$ cat config.mk
export PLATFORM = sky130hd
export DESIGN_NAME = lifetime_timer
export DESIGN_NICKNAME = d
export VERILOG_FILES = /design/src/logic/lifetime_timer_pkg.sv /design/src/logic/presc_divider.sv /design/src/logic/lifetime_timer.sv
export SDC_FILE = /design/constraint.sdc
export NUM_CORES = 1
export LEC_CHECK = 0
export BUFFER_PORTS_ARGS = -buffer_cell sky130_fd_sc_hd__buf_2
export CAP_MARGIN = 20
export CORE_UTILIZATION = 50
export CTS_CLUSTER_SIZE = 16
export DETAILED_ROUTE_END_ITERATION = 10
export GPL_ROUTABILITY_DRIVEN = 0
export HOLD_SLACK_MARGIN = 0.03
export PLACE_DENSITY = 0.72
export SYNTH_ARGS = -nofsm -noshare
export SYNTH_HDL_FRONTEND = slang
export SYNTH_SLANG_ARGS = --single-unit
$ cat constraint.sdc
create_clock -name pclk -period 3.3 [get_ports pclk]
set_input_delay 0.66 -clock pclk [delete_from_list [all_inputs] [get_ports pclk]]
set_output_delay 0.66 -clock pclk [all_outputs]
set_load 0.05 [all_outputs]
$ cat src/logic/lifetime_timer_pkg.sv
package lifetime_timer_pkg;

  // register byte addresses
  localparam logic [31:0] ADDR_LOAD       = 32'hFFFF_0300;
  localparam logic [31:0] ADDR_COUNT_LOW  = 32'hFFFF_0304;
  localparam logic [31:0] ADDR_COUNT_HIGH = 32'hFFFF_0308;
  localparam logic [31:0] ADDR_CONTROL    = 32'hFFFF_030C;
  localparam logic [31:0] ADDR_IRQ_CLEAR  = 32'hFFFF_0310;
  localparam logic [31:0] ADDR_CAPTURE    = 32'hFFFF_0314;

  // reset values
  localparam logic [15:0] LOAD_RESET    = 16'h0000;
  localparam logic [31:0] CONTROL_RESET = 32'h0000_0000;
  localparam logic [47:0] COUNT_RESET   = 48'h0000_0000_0000;
  localparam logic [15:0] CAPTURE_RESET = 16'h0000;
  localparam logic [31:0] DATA_ZERO     = 32'h0000_0000;

  // control field positions
  localparam int CTL_PRESC_LSB    = 0;
  localparam int CTL_WIDE_BIT     = 4;
  localparam int CTL_PERIODIC_BIT = 6;
  localparam int CTL_ENABLE_BIT   = 7;
  localparam int CTL_UP_BIT       = 8;
  localparam int CTL_CLKSEL_LSB   = 9;
  localparam int CTL_EVSEL_LSB    = 12;
  localparam int CTL_CAPEN_BIT    = 17;

  // clock source codes
  localparam logic [1:0] CLK_CORE  = 2'h0;
  localparam logic [1:0] CLK_LPOSC = 2'h1;
  localparam logic [1:0] CLK_XTAL  = 2'h2;
  localparam logic [1:0] CLK_PREC  = 2'h3;

  // prescale codes and terminal counts of the divider
  localparam logic [3:0]  PRESC_DIV16    = 4'h4;
  localparam logic [3:0]  PRESC_DIV256   = 4'h8;
  localparam logic [3:0]  PRESC_DIV32768 = 4'hF;
  localparam logic [14:0] PRESC_TC1      = 15'h0000;
  localparam logic [14:0] PRESC_TC16     = 15'h000F;
  localparam logic [14:0] PRESC_TC256    = 15'h00FF;
  localparam logic [14:0] PRESC_TC32768  = 15'h7FFF;

  // narrow counter bounds and counter increments
  localparam logic [15:0] NARROW_ZERO = 16'h0000;
  localparam logic [15:0] NARROW_FULL = 16'hFFFF;
  localparam logic [47:0] WIDE_ONE    = 48'h0000_0000_0001;
  localparam logic [15:0] NARROW_ONE  = 16'h0001;
  localparam logic [31:0] HIGH_ZERO   = 32'h0000_0000;

  // event sources
  localparam int         NUM_EVENTS = 18;
  localparam logic [4:0] EVENT_LAST = 5'h11;

  typedef enum logic [0:0] {
    PH_SETUP = 1'b0,
    PH_DONE  = 1'b1
  } bus_phase_t;

endpackage

$ cat src/logic/presc_divider.sv
`timescale 1ns/10ps
`default_nettype none
module presc_divider
  import lifetime_timer_pkg::*;
(
  // clock and reset
  input  wire logic       pclk,
  input  wire logic       presetn,
  // source and control
  input  wire logic       src_tick,
  input  wire logic       run,
  input  wire logic [3:0] code,
  // divided tick
  output logic            tick
);

  typedef struct packed {
    logic [14:0] cnt;
  } presc_state_t;

  presc_state_t s_reg;
  presc_state_t s_next;
  logic [14:0]  tc;

  // unlisted codes fall back to divide by one
  always_comb
  begin
    case (code)
      PRESC_DIV16:    tc = PRESC_TC16;
      PRESC_DIV256:   tc = PRESC_TC256;
      PRESC_DIV32768: tc = PRESC_TC32768;
      default:        tc = PRESC_TC1;
    endcase
  end

  always_comb
  begin
    s_next = s_reg;
    tick = 1'b0;
    if (!run)
    begin
      s_next.cnt = PRESC_TC1;
    end
    else if (src_tick)
    begin
      // a lowered ratio while mid-count ends the period at once
      if (s_reg.cnt >= tc)
      begin
        tick = 1'b1;
        s_next.cnt = PRESC_TC1;
      end
      else
      begin
        s_next.cnt = s_reg.cnt + 15'h0001;
      end
    end
  end

  always_ff @(posedge pclk or negedge presetn)
  begin
    if (!presetn)
      s_reg <= '0;
    else
      s_reg <= s_next;
  end

endmodule
`default_nettype wire

$ cat src/logic/lifetime_timer.sv
`timescale 1ns/10ps
`default_nettype none
module lifetime_timer
  import lifetime_timer_pkg::*;
(
  // clock and reset
  input  wire logic        pclk,
  input  wire logic        presetn,
  // apb slave
  input  wire logic        psel,
  input  wire logic        penable,
  input  wire logic        pwrite,
  input  wire logic [31:0] paddr,
  input  wire logic [31:0] pwdata,
  output logic      [31:0] prdata,
  output logic             pready,
  output logic             pslverr,
  // oscillator ticks, one pclk cycle each
  input  wire logic        lp_osc_tick,
  input  wire logic        xtal_tick,
  input  wire logic        prec_osc_tick,
  // interrupt sources of other blocks, bit 0 unused
  input  wire logic [17:0] event_sources,
  // timer interrupt level
  output logic             timer_irq
);

  import lifetime_timer_pkg::*;

  ////////////////////////////////////////////////////////////////////////////
  // state

  typedef struct packed {
    bus_phase_t  phase;
    logic        ready;
    logic        err;
    logic [31:0] rdata;
    logic [31:0] ctl_mmr;
    logic [15:0] ld_mmr;
    logic [31:0] ctl_s1;
    logic [31:0] ctl_s2;
    logic [15:0] ld_s1;
    logic [15:0] ld_s2;
    logic        en_prev;
    logic [47:0] count;
    logic        irq;
    logic [15:0] capture;
    logic        ev_prev;
  } timer_state_t;

  timer_state_t s_reg;
  timer_state_t s_next;

  logic                  src_tick;
  logic                  cnt_tick;
  logic                  run;
  logic                  start;
  logic                  wide;
  logic                  count_up;
  logic                  periodic;
  logic                  narrow_event;
  logic                  ev_sel;
  logic                  wr_done;
  logic                  hit;
  logic [31:0]           rd_val;
  logic [NUM_EVENTS-1:0] ev_vec;
  logic [4:0]            ev_idx;
  logic [15:0]           low_next;

  ////////////////////////////////////////////////////////////////////////////
  // source selection and prescaler

  always_comb
  begin
    case (s_reg.ctl_mmr[CTL_CLKSEL_LSB +: 2])
      CLK_CORE:  src_tick = 1'b1;
      CLK_LPOSC: src_tick = lp_osc_tick;
      CLK_XTAL:  src_tick = xtal_tick;
      CLK_PREC:  src_tick = prec_osc_tick;
      default:   src_tick = 1'b0;
    endcase
  end

  assign run      = s_reg.ctl_s2[CTL_ENABLE_BIT];
  assign wide     = s_reg.ctl_s2[CTL_WIDE_BIT];
  assign count_up = s_reg.ctl_s2[CTL_UP_BIT];
  assign periodic = s_reg.ctl_s2[CTL_PERIODIC_BIT];
  assign start    = run && !s_reg.en_prev;

  presc_divider u_presc (
    .pclk     (pclk),
    .presetn  (presetn),
    .src_tick (src_tick),
    .run      (run),
    .code     (s_reg.ctl_s2[CTL_PRESC_LSB +: 4]),
    .tick     (cnt_tick)
  );

  ////////////////////////////////////////////////////////////////////////////
  // event source selection

  // index 0 is this timer's own interrupt
  generate
    for (genvar i = 0; i < NUM_EVENTS; i++)
    begin : g_ev
      if (i == 0)
        assign ev_vec[i] = s_reg.irq;
      else
        assign ev_vec[i] = event_sources[i];
    end
  endgenerate

  // source index, out of range picks nothing
  assign ev_idx = s_reg.ctl_s2[CTL_EVSEL_LSB +: 5];
  assign ev_sel = (ev_idx <= EVENT_LAST) ? ev_vec[ev_idx] : 1'b0;

  ////////////////////////////////////////////////////////////////////////////
  // register read decode

  always_comb
  begin
    hit = 1'b1;
    rd_val = DATA_ZERO;
    case (paddr)
      ADDR_LOAD:       rd_val = {16'h0000, s_reg.ld_mmr};
      ADDR_COUNT_LOW:  rd_val = {16'h0000, s_reg.count[15:0]};
      ADDR_COUNT_HIGH: rd_val = s_reg.count[47:16];
      // reserved bits read back as written
      ADDR_CONTROL:    rd_val = s_reg.ctl_mmr;
      ADDR_IRQ_CLEAR:  rd_val = DATA_ZERO;
      ADDR_CAPTURE:    rd_val = {16'h0000, s_reg.capture};
      default:         hit = 1'b0;
    endcase
  end

  assign wr_done = psel && penable && s_reg.ready && pwrite;

  ////////////////////////////////////////////////////////////////////////////
  // next state

  always_comb
  begin
    s_next = s_reg;
    narrow_event = 1'b0;
    low_next = s_reg.count[15:0];

    // bus phase: one wait-free access cycle after each setup
    case (s_reg.phase)
      PH_SETUP:
      begin
        if (psel && !penable)
        begin
          s_next.phase = PH_DONE;
          s_next.ready = 1'b1;
          s_next.err   = !hit;
          s_next.rdata = (hit && !pwrite) ? rd_val : DATA_ZERO;
        end
      end
      PH_DONE:
      begin
        s_next.phase = PH_SETUP;
        s_next.ready = 1'b0;
        s_next.err   = 1'b0;
        s_next.rdata = DATA_ZERO;
      end
      default:
      begin
        s_next.phase = PH_SETUP;
        s_next.ready = 1'b0;
      end
    endcase

    // register writes take effect at the completing edge
    if (wr_done && paddr == ADDR_CONTROL)
      s_next.ctl_mmr = pwdata;
    if (wr_done && paddr == ADDR_LOAD)
      s_next.ld_mmr = pwdata[15:0];

    // two stage transfer, clocked by the selected source tick
    if (src_tick)
    begin
      s_next.ctl_s1 = s_reg.ctl_mmr;
      s_next.ctl_s2 = s_reg.ctl_s1;
      s_next.ld_s1  = s_reg.ld_mmr;
      s_next.ld_s2  = s_reg.ld_s1;
    end

    s_next.en_prev = run;

    // counter
    if (start)
    begin
      // narrow mode starts from the load value
      if (wide)
        s_next.count = COUNT_RESET;
      else
        s_next.count = {HIGH_ZERO, s_reg.ld_s2};
    end
    else if (run && cnt_tick)
    begin
      if (wide)
      begin
        s_next.count = s_reg.count + WIDE_ONE;
      end
      else
      begin
        if (count_up)
        begin
          if (s_reg.count[15:0] == NARROW_FULL)
            low_next = periodic ? s_reg.ld_s2 : NARROW_ZERO;
          else
            low_next = s_reg.count[15:0] + NARROW_ONE;
          narrow_event = (low_next == NARROW_FULL);
        end
        else
        begin
          if (s_reg.count[15:0] == NARROW_ZERO)
            low_next = periodic ? s_reg.ld_s2 : NARROW_FULL;
          else
            low_next = s_reg.count[15:0] - NARROW_ONE;
          narrow_event = (low_next == NARROW_ZERO);
        end
        s_next.count = {HIGH_ZERO, low_next};
      end
    end

    // clear by any write, narrow only; a same-cycle event wins
    if (wr_done && paddr == ADDR_IRQ_CLEAR && !wide)
      s_next.irq = 1'b0;
    if (narrow_event)
      s_next.irq = 1'b1;

    // capture on each rising edge of the selected event in narrow mode, counter keeps running
    s_next.ev_prev = ev_sel;
    if (ev_sel && !s_reg.ev_prev && s_reg.ctl_s2[CTL_CAPEN_BIT] && !wide)
      s_next.capture = s_reg.count[15:0];
  end

  ////////////////////////////////////////////////////////////////////////////
  // registers

  always_ff @(posedge pclk or negedge presetn)
  begin
    if (!presetn)
    begin
      s_reg.phase   <= PH_SETUP;
      s_reg.ready   <= 1'b0;
      s_reg.err     <= 1'b0;
      s_reg.rdata   <= DATA_ZERO;
      s_reg.ctl_mmr <= CONTROL_RESET;
      s_reg.ld_mmr  <= LOAD_RESET;
      s_reg.ctl_s1  <= CONTROL_RESET;
      s_reg.ctl_s2  <= CONTROL_RESET;
      s_reg.ld_s1   <= LOAD_RESET;
      s_reg.ld_s2   <= LOAD_RESET;
      s_reg.en_prev <= 1'b0;
      s_reg.count   <= COUNT_RESET;
      s_reg.irq     <= 1'b0;
      s_reg.capture <= CAPTURE_RESET;
      s_reg.ev_prev <= 1'b0;
    end
    else
    begin
      s_reg <= s_next;
    end
  end

  assign prdata    = s_reg.rdata;
  assign pready    = s_reg.ready;
  assign pslverr   = s_reg.err;
  assign timer_irq = s_reg.irq;

endmodule
`default_nettype wire

==> results.cfg <==
[synth]
yosys.area_share.simple = 0.1655
yosys-mux-area-fraction = 0.1210
yosysSeqAreaShare = 0.4561
synthAdderAreaFrac = 0.01926
synth-xor-area-share = 0.01915
synth_top_family_by_area = compound AO/OA/AOI/OAI gates
yosysTopAreaCellShare = 0.4561
yosys-top-cells-area = dfrtp_1 46%, mux2_2 11%, o21ai_0 3.4%, a21oi_1 2.8%, nand2_1 2.4%
syn_inst = 1223
synth_area_mm2 = 0.01235
ys_warn_count = 0
synth-edff-count = 0
syn_area_per_cell_um2 = 10.09
ys_ff_latch = 225
synth_compound_area_frac = 0.1662
syn_nets = 1332
synth_cell_types = 72
ys.flop_type = dfrtp_1
yosysTopAreaCell = dfrtp_1
ys_async_sr_fraction = 1.000

[final_layout]
largest_register_ffs = 167
nFillCells = 2021
fin_nets = 1428
stdcell_area_mm2 = 0.01421
syn2layout_area_growth_pct = 15.10
final_cell_mix = 225 x dfrtp_1, 122 x mux2_2, 122 x buf_2
antennaDiodeCount = 0
final_common_cell = dfrtp_1
utilization = 0.5860
layout-drive-gt1-share = 0.2779

[route]
met1_length_um = 14360
drt.antenna.violating_nets = 0
wl_per_cell_um = 20.21
drt_first_pass_iters = 9
wirelength_um = 33530
top_layer = met4
wl_met2_um = 14900
num_vias = 10382
wl_met3_um = 2870
vias_per_cell = 6.258
drtIter0Drc = 1072
drc = 0

[sta]
setup_tns_ns = 0
hold_ws_ns = 0.1379
final.min_clock_period_ns = 3.111
slew_headroom = 0.4464
clock_skew_ns = 0.01129
fmax_ghz = 0.3214
final.period_utilization = 0.9429
worst_slew_pin_slew_ns = 0.8304
hold_viol_final = 0
slew_viol_final = 0
setup_viol = 0
rsz0062_at_grt = false

[placed_design]
dpl.hpwl_um = 23440
place_area_mm2 = 0.01337
port_buffers = 123

[clock_tree]
post_cts_buffers = 0
clockBufferDepth = 3
cts-resized-gates = 0
cts_root_buf = clkbuf_16
cts_buffers = 25
holdBufCountCts = 0
numClockSinks = 225
clk_latency_ns = 0.54
cts_tree = yes
clk_pin_slew_ns = 0.06
cts_max_level = 1

[worst_hold_path]
hp-class = in -> async

[setup_path]
r2r_cells = 13
slowest_delay_ns = 0.52
crit_type = reg -> reg
setup.worst_path.start_class = register
crit_family = compound AO/OA/AOI/OAI gates
r2r_setup_slack_ns = 0.19
path_cells = xnor2_1 > o31ai_2 > inv_1 > ha_1 > nand2_1 > o21ai_1 > a21oi_1 > o31ai_2 > buf_4 > a32oi_1 > buf_12 > or4_1 > a21oi_1
end_kind = register
reg2reg_to = s_reg[60]$_DFFE_PN0P_
path_max_fanout = 20
crit_arrival_ns = 3.57
crit_slowest_cell = or4_1
cp.depth = 13
crit_buf_inv = 3
required_ns = 3.76
rr_startpoint = s_reg[101]$_DFFE_PN0P_

[floorplanning]
start_util = 0.5091
dieArea_mm2 = 0.02532
coreArea_mm2 = 0.02425
pin_count = 125
die-height_um = 159.1
die_x_um = 159.1
rows = 57

[power_and_ir_drop]
leakage_uw = 0.006569
peakVddDrop_v = 0.0003701
p_per_area_mw_per_mm2 = 404.1

[run_status]
status = completed

[grt]
gr-total-overflow = 0
grt_pass1_vias = 10067
antenna_found_initial = 0
grt_max_degree = 101
track_usage = 0.2629
grt_pass1_wl_um = 53810

[job]
maxCapViolations = 0
[report_power, final]
group          switching (uW)  total, uW  leakage [uW]  internal [uW]
clock network            1150       2810      0.000404           1670
registers                2.56       2770       0.00310           2760
logic                     105        162       0.00306           56.7
total                    1250       5740       0.00657           4490
[worst reg2reg max path: stages, from the launching register on]
cell     delay, ns
dfrtp_1       0.43
xnor2_1       0.16
o31ai_2       0.22
inv_1         0.12
ha_1          0.31
nand2_1       0.05
o21ai_1       0.12
a21oi_1       0.13
o31ai_2       0.25
buf_4         0.24
a32oi_1       0.12
buf_12        0.19
or4_1         0.52
a21oi_1       0.18
[metrics by stage]
stage | cells | setup slack (ns) | total power, uW
finish | 1659 | 0.1885 | 5742
global route | 1659 | 0.06275 | 5903
global placement | 1616 | 0.2552 | 2979
detailed placement | 1616 | 0.1696 | 2981
CTS | 1659 | 0.08356 | 5785
floorplan | 1223 | 0.1611 | 2850
[worst max-delay path by stage]
stage / from / endpoint / slack [ns]
2_1_floorplan: s_reg[101]$_DFFE_PN0P_ / s_reg[45]$_DFFE_PN0P_ / 0.16
4_1_cts: s_reg[101]$_DFFE_PN0P_ / s_reg[60]$_DFFE_PN0P_ / 0.08
3_3_place_gp: s_reg[101]$_DFFE_PN0P_ / s_reg[60]$_DFFE_PN0P_ / 0.26
6_report: s_reg[101]$_DFFE_PN0P_ / s_reg[60]$_DFFE_PN0P_ / 0.19
3_5_place_dp: s_reg[101]$_DFFE_PN0P_ / s_reg[60]$_DFFE_PN0P_ / 0.17
5_1_grt: s_reg[101]$_DFFE_PN0P_ / s_reg[60]$_DFFE_PN0P_ / 0.06
[metal layers]
metal / vias to the layer above / global-route usage
met1: 5086 / 0.3664
met3: 118 / 0.05861
met2: 419 / 0.4001
met4: 0 / 0.09965
li1: 4759 / -
met5: - / 0.01136
[cell families (layout without fill, tap and decap cells)]
family / after synthesis / after routing
xor gates and xnor gates: 27 / 27
buffers and inverters: 135 / 247
DFF: 225 / 225
adders and majority gates: 19 / 19
AOI/OAI and AO/OA: 316 / 316
muxes: 129 / 129
and+or+nand+nor: 372 / 372
[Yosys cell counts (7+ instances only)]
cell type and number:
a21o_1 20, a21oi_1 70, a222oi_1 16, a22oi_1 33, a31oi_1 16, and2_1 7, and3_1 13, and4_1 9
buf_1 7, buf_4 33, clkbuf_1 70, dfrtp_1 225, ha_1 19, inv_1 18, mux2_2 122, nand2_1 80
nand3_1 43, nand4_1 31, nor2_1 63, nor2b_1 7, nor3_1 21, nor3b_1 8, nor4_1 20, o211ai_1 7
o21ai_0 85, o31ai_1 16, or3_1 28, or4_1 11, xnor2_1 13, xor2_1 14
[area by class of cell]
class	instances	area, um2	share of cell area
Clock buffer	34	709.4	0.04993
Clock inverter	9	122.6	0.008629
Multi-Input combinational cell	863	6101	0.4293
Tap cell	324	405.4	0.02853
Timing Repair Buffer	186	1174	0.08259
Inverter	18	67.56	0.004755
Sequential cell	225	5630	0.3962
Power figures use the tool's default switching activity.
